`config.mk`:
```
export PLATFORM = sky130hd
export DESIGN_NAME = ufrt_frame_timing
export DESIGN_NICKNAME = d
export VERILOG_FILES = /design/src/design/ufrt_pkg.sv /design/src/design/ufrt_bit_tick.sv /design/src/design/ufrt_frame_timing.sv
export SDC_FILE = /design/constraint.sdc
export NUM_CORES = 1
export LEC_CHECK = 0
export CAP_MARGIN = 10
export CORE_UTILIZATION = 58
export CTS_BUF_LIST = sky130_fd_sc_hd__clkbuf_4 sky130_fd_sc_hd__clkbuf_8 sky130_fd_sc_hd__clkbuf_16
export DETAILED_ROUTE_END_ITERATION = 10
export DONT_BUFFER_PORTS = 1
export PLACE_DENSITY = 0.73
export SLEW_MARGIN = 40
export SYNTH_ARGS = -nofsm -noshare
export SYNTH_HDL_FRONTEND = slang
export SYNTH_HIERARCHICAL = 1
export SYNTH_SLANG_ARGS = --single-unit
```
`constraint.sdc`:
```
create_clock -name clk_in -period 5.8 [get_ports clk_in]
set_input_delay 0.58 -clock clk_in [delete_from_list [all_inputs] [get_ports clk_in]]
set_output_delay 0.58 -clock clk_in [all_outputs]
set_load 0.03 [all_outputs]
```
`src/design/ufrt_pkg.sv`:
```
// Constants and carrier types of the frame timing block
package ufrt_pkg;

    // Register offsets
    localparam logic [15:0] FM_INTERVAL_OFS = 16'hd034;
    localparam logic [15:0] BITS_LEFT_OFS   = 16'hd038;
    localparam logic [15:0] FRAME_COUNT_OFS = 16'hd03c;
    localparam logic [15:0] CTRL_OFS        = 16'hd0f0;
    localparam logic [15:0] IRQ_STATUS_OFS  = 16'hd0f4;
    localparam logic [15:0] IRQ_MASK_OFS    = 16'hd0f8;
    localparam logic [15:0] COMM_BASE_OFS   = 16'hd0fc;

    // Field layout
    localparam int INTERVAL_W    = 14;
    localparam int MAXPKT_LSB    = 16;
    localparam int MAXPKT_W      = 15;
    localparam int TOGGLE_BIT    = 31;
    localparam int FRAME_COUNT_W = 16;
    localparam int RUN_BIT       = 0;
    localparam int HC_RESET_BIT  = 1;
    localparam int SOF_IRQ_BIT   = 0;
    localparam int WRAP_IRQ_BIT  = 1;
    localparam int IRQ_W         = 2;

    // Reset values
    localparam logic [INTERVAL_W-1:0]    INTERVAL_RST    = 14'h2edf;
    localparam logic [MAXPKT_W-1:0]      MAXPKT_RST      = 15'h0000;
    localparam logic [INTERVAL_W-1:0]    BITS_LEFT_RST   = 14'h0000;
    localparam logic [FRAME_COUNT_W-1:0] FRAME_COUNT_RST = 16'h0000;
    localparam logic [31:0]              COMM_BASE_RST   = 32'h0000_0000;

    // Frame number slot inside the shared communication area
    localparam logic [31:0] COMM_FN_SLOT = 32'h0000_0080;

    // Timing: system clock rate and full-speed bit rate, in hertz
    localparam int CLK_HZ    = 100_000_000;
    localparam int FS_BIT_HZ = 12_000_000;

    typedef struct packed {
        logic [15:0] addr;
        logic [31:0] wdata;
        logic        wr;
        logic        rd;
    } ufrt_reg_req_type;

    typedef struct packed {
        logic        req;
        logic [31:0] addr;
        logic [31:0] data;
    } ufrt_mem_wr_type;

    typedef enum logic [1:0] {
        SEQ_IDLE,
        SEQ_SOF,
        SEQ_MEM
    } ufrt_seq_type;

endpackage : ufrt_pkg

```
`src/design/ufrt_bit_tick.sv`:
```
// Full-speed bit-time strobe from the system clock
`timescale 1ns/1ns
`default_nettype none

module ufrt_bit_tick #(
    parameter int CLK_HZ = ufrt_pkg::CLK_HZ,
    parameter int BIT_HZ = ufrt_pkg::FS_BIT_HZ
) (
    input  wire logic clk_in,
    input  wire logic rst_n_in,
    input  wire logic run_in,
    output var  logic tick_out
);

    logic [31:0] phase;
    logic [31:0] next_phase;
    logic [31:0] sum;

    // Phase accumulator: exact average rate, jitter of one clock
    always_comb begin
        sum = phase + 32'(BIT_HZ);
        next_phase = (sum >= 32'(CLK_HZ)) ? sum - 32'(CLK_HZ) : sum;
    end

    always_ff @(posedge clk_in or negedge rst_n_in) begin
        if (!rst_n_in) begin
            phase <= 32'h0;
        end else if (!run_in) begin
            phase <= 32'h0;
        end else begin
            phase <= next_phase;
        end
    end

    always_ff @(posedge clk_in or negedge rst_n_in) begin
        if (!rst_n_in) begin
            tick_out <= 1'b0;
        end else begin
            tick_out <= run_in && (sum >= 32'(CLK_HZ));
        end
    end

endmodule : ufrt_bit_tick

`default_nettype wire

```
`src/design/ufrt_frame_timing.sv`:
```
// Frame remaining and frame number counters with register port
`timescale 1ns/1ns
`default_nettype none

// Operation
// While running, the remaining-bits counter drops by one each full-speed bit time.
// Once the counter sits at zero it reloads the frame interval at the next bit time.
// Whenever the counter reaches zero the interval toggle is copied into bit 31.
// Entering the running state loads the counter from the interval field at once.
// The remaining toggle is read-only to software and resets to zero.
// Bits 30 to 14 of the remaining register read as zero and do nothing.
// The frame number steps by one at every reload, that is at each frame boundary.
// The frame number wraps from ffff to 0 and resets to zero.
// Entering the running state steps the frame number by one.
// After the step and the start-of-frame token, the number is written to shared memory
// When that memory write completes, the start-of-frame status flag is set.
// Frame number bits 31 to 16 read zero and software cannot write the number.
// Software inverts the interval toggle whenever it writes a new interval.
// The interval field resets to 2edf and returns there on a controller reset.
// Outside the running state the remaining counter holds its value.
module ufrt_frame_timing (
    input  wire logic                       clk_in,
    input  wire logic                       arst_n_in,
    input  wire ufrt_pkg::ufrt_reg_req_type reg_req_in,
    output var  logic [31:0]                reg_rdata_out,
    output logic                            sof_req_out,
    input  wire logic                       sof_ack_in,
    output var  ufrt_pkg::ufrt_mem_wr_type  mem_wr_out,
    input  wire logic                       mem_ack_in,
    output logic                            ed_fetch_go_out,
    output var  logic                       running_out,
    output logic                            irq_out
);

    localparam int IW = ufrt_pkg::INTERVAL_W;
    localparam int FW = ufrt_pkg::FRAME_COUNT_W;

    // Reset release
    logic rst_meta;
    logic rst_n;

    always_ff @(posedge clk_in or negedge arst_n_in) begin
        if (!arst_n_in) begin
            rst_meta <= 1'b0;
            rst_n    <= 1'b0;
        end else begin
            rst_meta <= 1'b1;
            rst_n    <= rst_meta;
        end
    end

    // Register state
    logic [IW-1:0]                 interval_length_field;
    logic [ufrt_pkg::MAXPKT_W-1:0] max_packet;
    logic                          interval_toggle_bit;
    logic                          run;
    logic                          run_q;
    logic [31:0]                   comm_base;
    logic [ufrt_pkg::IRQ_W-1:0]    irq_status;
    logic [ufrt_pkg::IRQ_W-1:0]    irq_mask;

    // Counters
    logic [IW-1:0] bits_left_counter;
    logic          remaining_toggle_bit;
    logic [FW-1:0] frame_count_value;

    // Frame sequence
    ufrt_pkg::ufrt_seq_type seq;
    logic                   bit_tick;

    // Decoded accesses
    logic wr_interval;
    logic wr_ctrl;
    logic wr_status;
    logic wr_mask;
    logic wr_base;
    logic hc_reset;
    logic run_entry;
    logic frame_boundary;
    logic sof_event;
    logic wrap_event;
    logic [ufrt_pkg::IRQ_W-1:0] irq_set;

    assign wr_interval = reg_req_in.wr && (reg_req_in.addr == ufrt_pkg::FM_INTERVAL_OFS);
    assign wr_ctrl     = reg_req_in.wr && (reg_req_in.addr == ufrt_pkg::CTRL_OFS);
    assign wr_status   = reg_req_in.wr && (reg_req_in.addr == ufrt_pkg::IRQ_STATUS_OFS);
    assign wr_mask     = reg_req_in.wr && (reg_req_in.addr == ufrt_pkg::IRQ_MASK_OFS);
    assign wr_base     = reg_req_in.wr && (reg_req_in.addr == ufrt_pkg::COMM_BASE_OFS);
    assign hc_reset    = wr_ctrl && reg_req_in.wdata[ufrt_pkg::HC_RESET_BIT];

    assign run_entry      = run && !run_q;
    assign frame_boundary = run_entry ||
                            (run_q && bit_tick && (bits_left_counter == '0));
    assign wrap_event     = frame_boundary && (frame_count_value == '1);

    ufrt_bit_tick #(
        .CLK_HZ (ufrt_pkg::CLK_HZ),
        .BIT_HZ (ufrt_pkg::FS_BIT_HZ)
    ) u_bit_tick (
        .clk_in   (clk_in),
        .rst_n_in (rst_n),
        .run_in   (run_q),
        .tick_out (bit_tick)
    );

    // Interval register; controller reset restores the nominal value
    always_ff @(posedge clk_in or negedge rst_n) begin
        if (!rst_n) begin
            interval_length_field <= ufrt_pkg::INTERVAL_RST;
            max_packet            <= ufrt_pkg::MAXPKT_RST;
            interval_toggle_bit   <= 1'b0;
        end else if (hc_reset) begin
            interval_length_field <= ufrt_pkg::INTERVAL_RST;
            max_packet            <= ufrt_pkg::MAXPKT_RST;
            interval_toggle_bit   <= 1'b0;
        end else if (wr_interval) begin
            interval_length_field <= reg_req_in.wdata[IW-1:0];
            max_packet            <= reg_req_in.wdata[ufrt_pkg::MAXPKT_LSB +:
                                                      ufrt_pkg::MAXPKT_W];
            interval_toggle_bit   <= reg_req_in.wdata[ufrt_pkg::TOGGLE_BIT];
        end
    end

    // Control: run level, controller reset drops it
    always_ff @(posedge clk_in or negedge rst_n) begin
        if (!rst_n) begin
            run   <= 1'b0;
            run_q <= 1'b0;
        end else begin
            run_q <= run;
            if (hc_reset) begin
                run <= 1'b0;
            end else if (wr_ctrl) begin
                run <= reg_req_in.wdata[ufrt_pkg::RUN_BIT];
            end
        end
    end

    always_ff @(posedge clk_in or negedge rst_n) begin
        if (!rst_n) begin
            comm_base <= ufrt_pkg::COMM_BASE_RST;
        end else if (wr_base) begin
            comm_base <= {reg_req_in.wdata[31:2], 2'b00};
        end
    end

    // Remaining-bits down counter
    always_ff @(posedge clk_in or negedge rst_n) begin
        if (!rst_n) begin
            bits_left_counter <= ufrt_pkg::BITS_LEFT_RST;
        end else if (run_entry) begin
            bits_left_counter <= interval_length_field;
        end else if (run_q && bit_tick) begin
            if (bits_left_counter == '0) begin
                bits_left_counter <= interval_length_field;
            end else begin
                bits_left_counter <= bits_left_counter - 1'b1;
            end
        end
    end

    // Toggle follows the interval toggle as the count reaches zero
    always_ff @(posedge clk_in or negedge rst_n) begin
        if (!rst_n) begin
            remaining_toggle_bit <= 1'b0;
        end else if (hc_reset) begin
            remaining_toggle_bit <= 1'b0;
        end else if (run_q && bit_tick && (bits_left_counter == {{(IW-1){1'b0}}, 1'b1})) begin
            remaining_toggle_bit <= interval_toggle_bit;
        end
    end

    // Frame number, wraps naturally at all ones
    always_ff @(posedge clk_in or negedge rst_n) begin
        if (!rst_n) begin
            frame_count_value <= ufrt_pkg::FRAME_COUNT_RST;
        end else if (frame_boundary) begin
            frame_count_value <= frame_count_value + 1'b1;
        end
    end

    // Boundary sequence: token, then memory write, then flag
    always_ff @(posedge clk_in or negedge rst_n) begin
        if (!rst_n) begin
            seq <= ufrt_pkg::SEQ_IDLE;
        end else begin
            unique case (seq)
                ufrt_pkg::SEQ_IDLE: begin
                    if (frame_boundary) begin
                        seq <= ufrt_pkg::SEQ_SOF;
                    end
                end
                ufrt_pkg::SEQ_SOF: begin
                    if (sof_ack_in) begin
                        seq <= ufrt_pkg::SEQ_MEM;
                    end
                end
                ufrt_pkg::SEQ_MEM: begin
                    if (mem_ack_in) begin
                        seq <= ufrt_pkg::SEQ_IDLE;
                    end
                end
            endcase
        end
    end

    // Write data captured once the number has stepped
    always_ff @(posedge clk_in or negedge rst_n) begin
        if (!rst_n) begin
            mem_wr_out <= '0;
        end else begin
            if ((seq == ufrt_pkg::SEQ_SOF) && sof_ack_in) begin
                mem_wr_out.req  <= 1'b1;
                mem_wr_out.addr <= comm_base + ufrt_pkg::COMM_FN_SLOT;
                mem_wr_out.data <= {{(32-FW){1'b0}}, frame_count_value};
            end else if ((seq == ufrt_pkg::SEQ_MEM) && mem_ack_in) begin
                mem_wr_out.req  <= 1'b0;
            end
        end
    end

    assign sof_req_out     = (seq == ufrt_pkg::SEQ_SOF);
    assign sof_event       = (seq == ufrt_pkg::SEQ_MEM) && mem_ack_in;
    assign ed_fetch_go_out = sof_event;

    // Sticky status, write one to clear, set wins
    always_comb begin
        irq_set = '0;
        irq_set[ufrt_pkg::SOF_IRQ_BIT]  = sof_event;
        irq_set[ufrt_pkg::WRAP_IRQ_BIT] = wrap_event;
    end

    always_ff @(posedge clk_in or negedge rst_n) begin
        if (!rst_n) begin
            irq_status <= '0;
        end else if (wr_status) begin
            irq_status <= (irq_status & ~reg_req_in.wdata[ufrt_pkg::IRQ_W-1:0]) | irq_set;
        end else begin
            irq_status <= irq_status | irq_set;
        end
    end

    always_ff @(posedge clk_in or negedge rst_n) begin
        if (!rst_n) begin
            irq_mask <= '0;
        end else if (wr_mask) begin
            irq_mask <= reg_req_in.wdata[ufrt_pkg::IRQ_W-1:0];
        end
    end

    assign irq_out = |(irq_status & irq_mask);

    always_ff @(posedge clk_in or negedge rst_n) begin
        if (!rst_n) begin
            running_out <= 1'b0;
        end else begin
            running_out <= run_q;
        end
    end

    // Read data one cycle after the strobe; unmapped reads zero
    always_ff @(posedge clk_in or negedge rst_n) begin
        if (!rst_n) begin
            reg_rdata_out <= 32'h0;
        end else if (reg_req_in.rd) begin
            unique case (reg_req_in.addr)
                ufrt_pkg::FM_INTERVAL_OFS: begin
                    reg_rdata_out <= {interval_toggle_bit, max_packet, 2'b00,
                                      interval_length_field};
                end
                ufrt_pkg::BITS_LEFT_OFS: begin
                    reg_rdata_out <= {remaining_toggle_bit, 17'h0, bits_left_counter};
                end
                ufrt_pkg::FRAME_COUNT_OFS: begin
                    reg_rdata_out <= {16'h0, frame_count_value};
                end
                ufrt_pkg::CTRL_OFS: begin
                    reg_rdata_out <= {31'h0, run};
                end
                ufrt_pkg::IRQ_STATUS_OFS: begin
                    reg_rdata_out <= {30'h0, irq_status};
                end
                ufrt_pkg::IRQ_MASK_OFS: begin
                    reg_rdata_out <= {30'h0, irq_mask};
                end
                ufrt_pkg::COMM_BASE_OFS: begin
                    reg_rdata_out <= comm_base;
                end
                default: begin
                    reg_rdata_out <= 32'h0;
                end
            endcase
        end else begin
            reg_rdata_out <= 32'h0;
        end
    end

endmodule : ufrt_frame_timing

`default_nettype wire

```
==> flow_summary.yaml, run 1 <==
run_status:
  status: "finished, violations left"
  violations: "DRC"
clock_network:
  post_cts_resized: 0
  clockRootBuffer: "clkbuf_16"
  cts_made_buffers: 22
  clock_sink_count: 206
  cts_tree: "done"
  clkSlewWorstSetupHoldPaths_ns: 0.06
  cts-root-to-sink-buffers: 3
  htreeDepth: 1
  cts_hold_buffers: 1
  post_cts_buffers: 0
  clock_latency_ns: 0.51
setup_path:
  crit_type: "reg -> reg"
  crit-reg2reg-launch: "u_bit_tick/phase[8]"
  worstPathArrival_ns: 4.11
  reg2regPathDepth: 11
  cp_top_family: "compound AO/OA/AOI/OAI gates"
  endpoint_kind: "register"
  startpoint_type: "register"
  cp_num_buf_inv: 1
  reg2reg_slack_ns: 2.08
  cpPeakStageDelay_ns: 0.48
  path_cells: "inv_1 > ha_1 > nand2b_1 > a21oi_2 > o21ai_1 > or3_1 > xor2_1 > o2111a_2 > nand2_1 > and3_1 > o21a_1"
  required_ns: 6.20
  worstPathMaxFanout: 15
  regToRegEndpoint: "u_bit_tick/phase[10]"
  crit_slowest_cell: "o2111a_2"
global_route:
  overflow: 0
  met3_usage_pct: 7.286
  grt_pass1_wl_um: 46000
  antenna_found_initial: 2
  gr-usage-met1_pct: 44.41
  grt_most_used_layer: "met2"
  grt.total_usage_pct: 29.88
  grt_use_met2_pct: 44.42
  grt_pass1_vias: 8352
  grt_max_degree: 79
place:
  port_buffers: 0
  dp_slack_ns: 2.179
  dp_cells: 1302
  gp_congestion: 0.9232
  dp_hpwl_um: 20160
min_path:
  hold_start: "reg_req_in[3]"
  hold_path_class: "in -> reg"
  whs_path_depth: 1
  worst_hold_path.endpoint: "run"
sta:
  finalCritPeriodShare_pct: 64.06
  period_needed_ns: 3.715
  clock_skew_ns: 0.02053
  rsz0062_at_grt: "no"
  finalSetupTns_ns: 0
  slew_violations: 0
  hold_ws_ns: 0.1747
  tightest_slew_ns: 0.8081
  setup_ws_ns: 2.085
  fmax_mhz: 269.2
  max-slew-margin-rel_pct: 46.13
  final_hold_viol_count: 0
  setup_viol: 0
floorplanning:
  std_cell_rows: 49
  die_w_um: 138.9
  die_h_um: 138.9
  die_area_um2: 19290
  core_area_um2: 18150
  initial_utilization_pct: 59.88
  ioPinCount: 155
routing:
  ant_nets: 0
  drcViolationCount: 18
  dr.pass1.iters: 11
  drt_wl_total_um: 28640
  viasPerCell: 6.490
  wl_per_cell_um: 21.34
  vias: 8710
  drt_iter0_drc: 817
synthesis:
  synth_warnings: 6
  syn_area_um2: 10870
  synthDistinctLibCells: 90
  synth_edf_count: 0
  synth_top_area_cell: "dfrtp_1"
  syn_area_per_cell_um2: 9.694
  yosysSeqAreaShare_pct: 47.56
  synth.area.top_cells: "dfrtp_1 45%, nand2_1 4.5%, nand3_1 3.5%"
  synthArstFlopShare_pct: 100.0
  ys_ff_latch: 206
  netlist_instances: 1121
  synth_flop_cell: "dfrtp_1"
  synth_top_area_share_pct: 44.91
final_layout:
  fin_cells: 1342
  final_common_cell: "dfrtp_1"
  layout_common_cells: "194 x dfrtp_1, 129 x nand2_1, 75 x nand3_1"
  nets: 1163
  area_delta_synth_final_pct: 9.142
  drive_above_1_share_pct: 12.41
pwr:
  power.density_nw_per_um2: 305.1
  peakVddDrop_mv: 0.2533
  p_leak_nw: 4.968
job:
  drv_cap: 0
stage by stage:
stage,utilization [%],instance area (um2),power (mW)
after floorplan,-,10930,2.064
after detailed placement,60.91,11050,2.147
after global placement,60.19,10920,2.126
after CTS,65.26,11840,3.644
after global routing,65.34,11860,3.751
final,65.35,11860,3.619
final cells by class:
cell class              instances  area, um2
clock buffers                  33      681.9
clock inverters                 4      97.59
multi-input cells             824       5301
flip-flops and latches        206       5172
inverters                      25      93.84
fillers                      1478       6287
repair buffers                 20      224.0
well taps                     229      286.5
diodes                          1      2.502
Yosys cell counts, drive strengths merged, types with 4 or more instances:
cell and number:
or4 13, nor4 16, inv 25, nor3 16, o21a 6, buf 35
and2 9, o211ai 7, or3 11, a211oi 13, nand2 130, mux2 34
nor2 70, o21ai 65, xor2 31, mux2i 10, nor4b 5, xnor2 21
nand4 21, dfstp 11, and3 8, or4b 4, a31oi 19, a21oi 67
and4 12, nand3 75, nand2b 8, o31ai 12, a22oi 46, a2111oi 4
clkbuf 48, ha 10, dfrtp 195
how the worst max path moves through the flow:
| stage | endpoint | depth (start not counted) | from | slack (ns) |
|---|---|---|---|---|
| 4_1_cts | u_bit_tick/phase[10] | 11 | u_bit_tick/phase[8] | 2.16 |
| 6_report | u_bit_tick/phase[10] | 11 | u_bit_tick/phase[8] | 2.08 |
| 3_5_place_dp | u_bit_tick/phase[10] | 11 | u_bit_tick/phase[8] | 2.18 |
| 5_1_grt | u_bit_tick/phase[10] | 11 | u_bit_tick/phase[8] | 1.85 |
| 2_1_floorplan | bits_left_counter[0] | 0 | rst_n | 2.42 |
| 3_3_place_gp | u_bit_tick/phase[10] | 11 | u_bit_tick/phase[8] | 2.25 |
layer usage:
metal / vias to the layer above / part of all wire (%)
met5: - / 0.042
met4: 2 / 1.8
met3: 45 / 9.7
met2: 386 / 44
met1: 4257 / 44
li1: 4020 / -
state kept, by name, summed over array words and instances, names as in the netlist, 2 cells and up:
signal	count
u_bit_tick/phase	24
mem_wr_out	47
bits_left_counter	14
frame_count_value	16
irq_status	2
reg_rdata_out	32
comm_base	30
interval_length_field	14
irq_mask	2
seq	2
max_packet	15
where the power goes:
part	switching, mW	internal (mW)
logic	0.217	0.0974
clock network	0.560	0.941
registers	0.264	1.54
logic make-up after synthesis:
| group | Yosys count | share of synthesized area [%] |
|---|---|---|
| and+or+nand+nor | 418 | 20.85 |
| AOI/OAI and AO/OA | 281 | 16.93 |
| DFF | 206 | 47.56 |
| buffers and inverters | 108 | 4.801 |
| xor gates and xnor gates | 52 | 4.191 |
| muxes | 44 | 4.444 |
| adders and majority gates | 10 | 1.151 |
| other | 2 | 0.06911 |
Power figures use the tool's default switching activity.
==> inputs of run 2 (changes only) <==
==> constraint.sdc (replaced) <==
create_clock -name clk_in -period 3.39 [get_ports clk_in]
set_input_delay 0.339 -clock clk_in [delete_from_list [all_inputs] [get_ports clk_in]]
set_output_delay 0.339 -clock clk_in [all_outputs]
set_load 0.03 [all_outputs]
==> flow_summary.yaml, run 2 (synthesis results as in run 1) <==
run_status:
  status: "finished, violations left"
  violations: "DRC"
final_layout:
  final_common_cell: "dfrtp_1"
  fill_cells: 1430
  top_register: "mem_wr_out"
  nets: 1213
  largestRegisters: "mem_wr_out x47, reg_rdata_out x32, comm_base x30"
  drive_above_1_share_pct: 13.57
  seq_area_um2: 5172
  largest_reg_flops: 47
  area_delta_synth_final_pct: 12.84
  layout_common_cells: "194 x dfrtp_1, 129 x nand2_1, 75 x nand3_1"
  multiInputGateArea_um2: 5328
  fin_util_pct: 67.57
clock_network:
  clkSlewWorstSetupHoldPaths_ns: 0.07
  htreeDepth: 1
  cts-root-to-sink-buffers: 3
  cts_made_buffers: 22
  clockRootBuffer: "clkbuf_16"
  clock_sink_count: 206
  clock_latency_ns: 0.51
  cts_tree: "done"
place:
  dp_slack_ns: 0.1640
  port_buffers: 0
  gp_congestion: 0.9345
  dp_hpwl_um: 20000
sta:
  setup_viol: 0
  tightest_slew_ns: 0.7994
  finalCritPeriodShare_pct: 93.57
  max-slew-margin-rel_pct: 46.68
  rsz0062_at_grt: "no"
  finalSetupTns_ns: 0
  slew_violations: 0
  fmax_mhz: 315.2
  final_hold_viol_count: 0
  clock_skew_ns: 0.01140
  setup_ws_ns: 0.2179
  period_needed_ns: 3.172
pwr:
  comb_power_share_pct: 9.4
  internal-power_mw: 4.274
  peakVddDrop_mv: 0.4028
  p_leak_nw: 5.156
  power_switching_mw: 1.818
  power.clock.fraction_pct: 39.8
  power.density_nw_per_um2: 496.8
  pwr-share-seq_pct: 50.7
  power_switching_share_pct: 29.84
floorplanning:
  core_area_um2: 18150
  die_w_um: 138.9
  initial_utilization_pct: 59.88
  ioPinCount: 155
  die_area_um2: 19290
  std_cell_rows: 49
  die_h_um: 138.9
routing:
  viasPerCell: 6.538
  drt_iter0_drc: 836
  vias: 9127
  drcViolationCount: 16
  dr.pass1.iters: 10
  ant_nets: 0
  drt_wl_total_um: 29130
  wl_per_cell_um: 20.87
setup_path:
  cpPeakStageDelay_ns: 0.50
  crit-reg2reg-launch: "u_bit_tick/phase[9]"
  cp_top_family: "compound AO/OA/AOI/OAI gates"
  critPathCapture: "u_bit_tick/phase[16]"
  critical_path_depth: 13
  crit_slowest_cell: "a2111o_1"
  reg2reg_slack_ns: 0.22
  regToRegEndpoint: "u_bit_tick/phase[16]"
  path_cells: "inv_1 > ha_1 > nand2b_1 > a21oi_2 > buf_4 > o21ai_2 > nand4b_1 > a2111o_1 > o2111a_2 > buf_12 > a211oi_2 > xnor2_1 > nor2_1"
  worstPathArrival_ns: 3.54
  crit_type: "reg -> reg"
  required_ns: 3.75
  reg2regPathDepth: 13
  startpoint_type: "register"
  worstPathMaxFanout: 6
  endpoint_kind: "register"
  cp_num_buf_inv: 3
  critPathLaunch: "u_bit_tick/phase[9]"
job:
  drv_cap: 0
global_route:
  grt_pass1_wl_um: 46670
  overflow: 0
  grt.total_usage_pct: 30.34
  antenna_found_initial: 3
  grt_max_degree: 72
  grt_pass1_vias: 8673
min_path:
  hold_path_class: "in -> reg"
[run 2: how the worst min path moves through the flow]
stage,startpoint,endpoint,slack [ns],cells after the start
3_5_place_dp,arst_n_in,rst_meta,0.04,0
5_1_grt,reg_req_in[2],run,0.001,2
2_1_floorplan,arst_n_in,rst_meta,0.04,0
6_report,reg_req_in[2],run,0.007,2
4_1_cts,reg_req_in[2],run,0.001,2
3_3_place_gp,arst_n_in,rst_meta,0.04,0
[run 2: layout make-up]
class / instances / share of cell area, %
timing repair buffer: 69 / 5.204
tap: 229 / 2.337
clock buffer: 33 / 5.459
clock inverter: 6 / 0.5408
inverter: 25 / 0.7653
multi-input combinational: 825 / 43.45
antenna: 3 / 0.06122
sequential: 206 / 42.18
[run 2: per-layer routing]
layer  routed length [um]  up-vias  GRT usage (%)
met3                 3106       61          6.975
met5                    0        -              0
met1                12680     4416          44.81
li1                     -     4129              -
met4                  653        0          9.591
met2                12700      521          44.34
[run 2: metrics by stage]
step	total power, mW	cell area, um2	instances	hold WS [ns]
final	6.092	12260	1396	0.007004
after global routing	6.323	12260	1395	0.001419
after CTS	6.125	12220	1392	0.001146
after detailed placement	3.668	11150	1320	0.04347
after global placement	3.649	11140	1320	0.04346
after floorplan	3.532	10930	1138	0.04341
[run 2: worst reg2reg max path, stage by stage, from the launching register on]
cell	delay [ns]
dfrtp_1	0.43
inv_1	0.10
ha_1	0.17
nand2b_1	0.16
a21oi_2	0.11
buf_4	0.18
o21ai_2	0.21
nand4b_1	0.19
a2111o_1	0.50
o2111a_2	0.38
buf_12	0.17
a211oi_2	0.24
xnor2_1	0.14
nor2_1	0.05
[run 2: power groups by stage]
stage / Clock (mW) / Sequential [mW] / Combinational [mW]
finish: 2.43 / 3.09 / 0.575
global route: 2.56 / 3.11 / 0.653
detailed placement: 0 / 3.14 / 0.531
CTS: 2.46 / 3.09 / 0.574
global placement: 0 / 3.13 / 0.520
floorplan: 0 / 3.12 / 0.412
[run 2: what timing repair did]
| action | 4_1_cts | 5_1_grt |
|---|---|---|
| setup endpoints to repair | 0 | 11 |
| hold endpoints to repair | 63 | 0 |
| setup buffers | 0 | 0 |
| gates resized for setup | 0 | 4 |
| hold buffers | 33 | 0 |
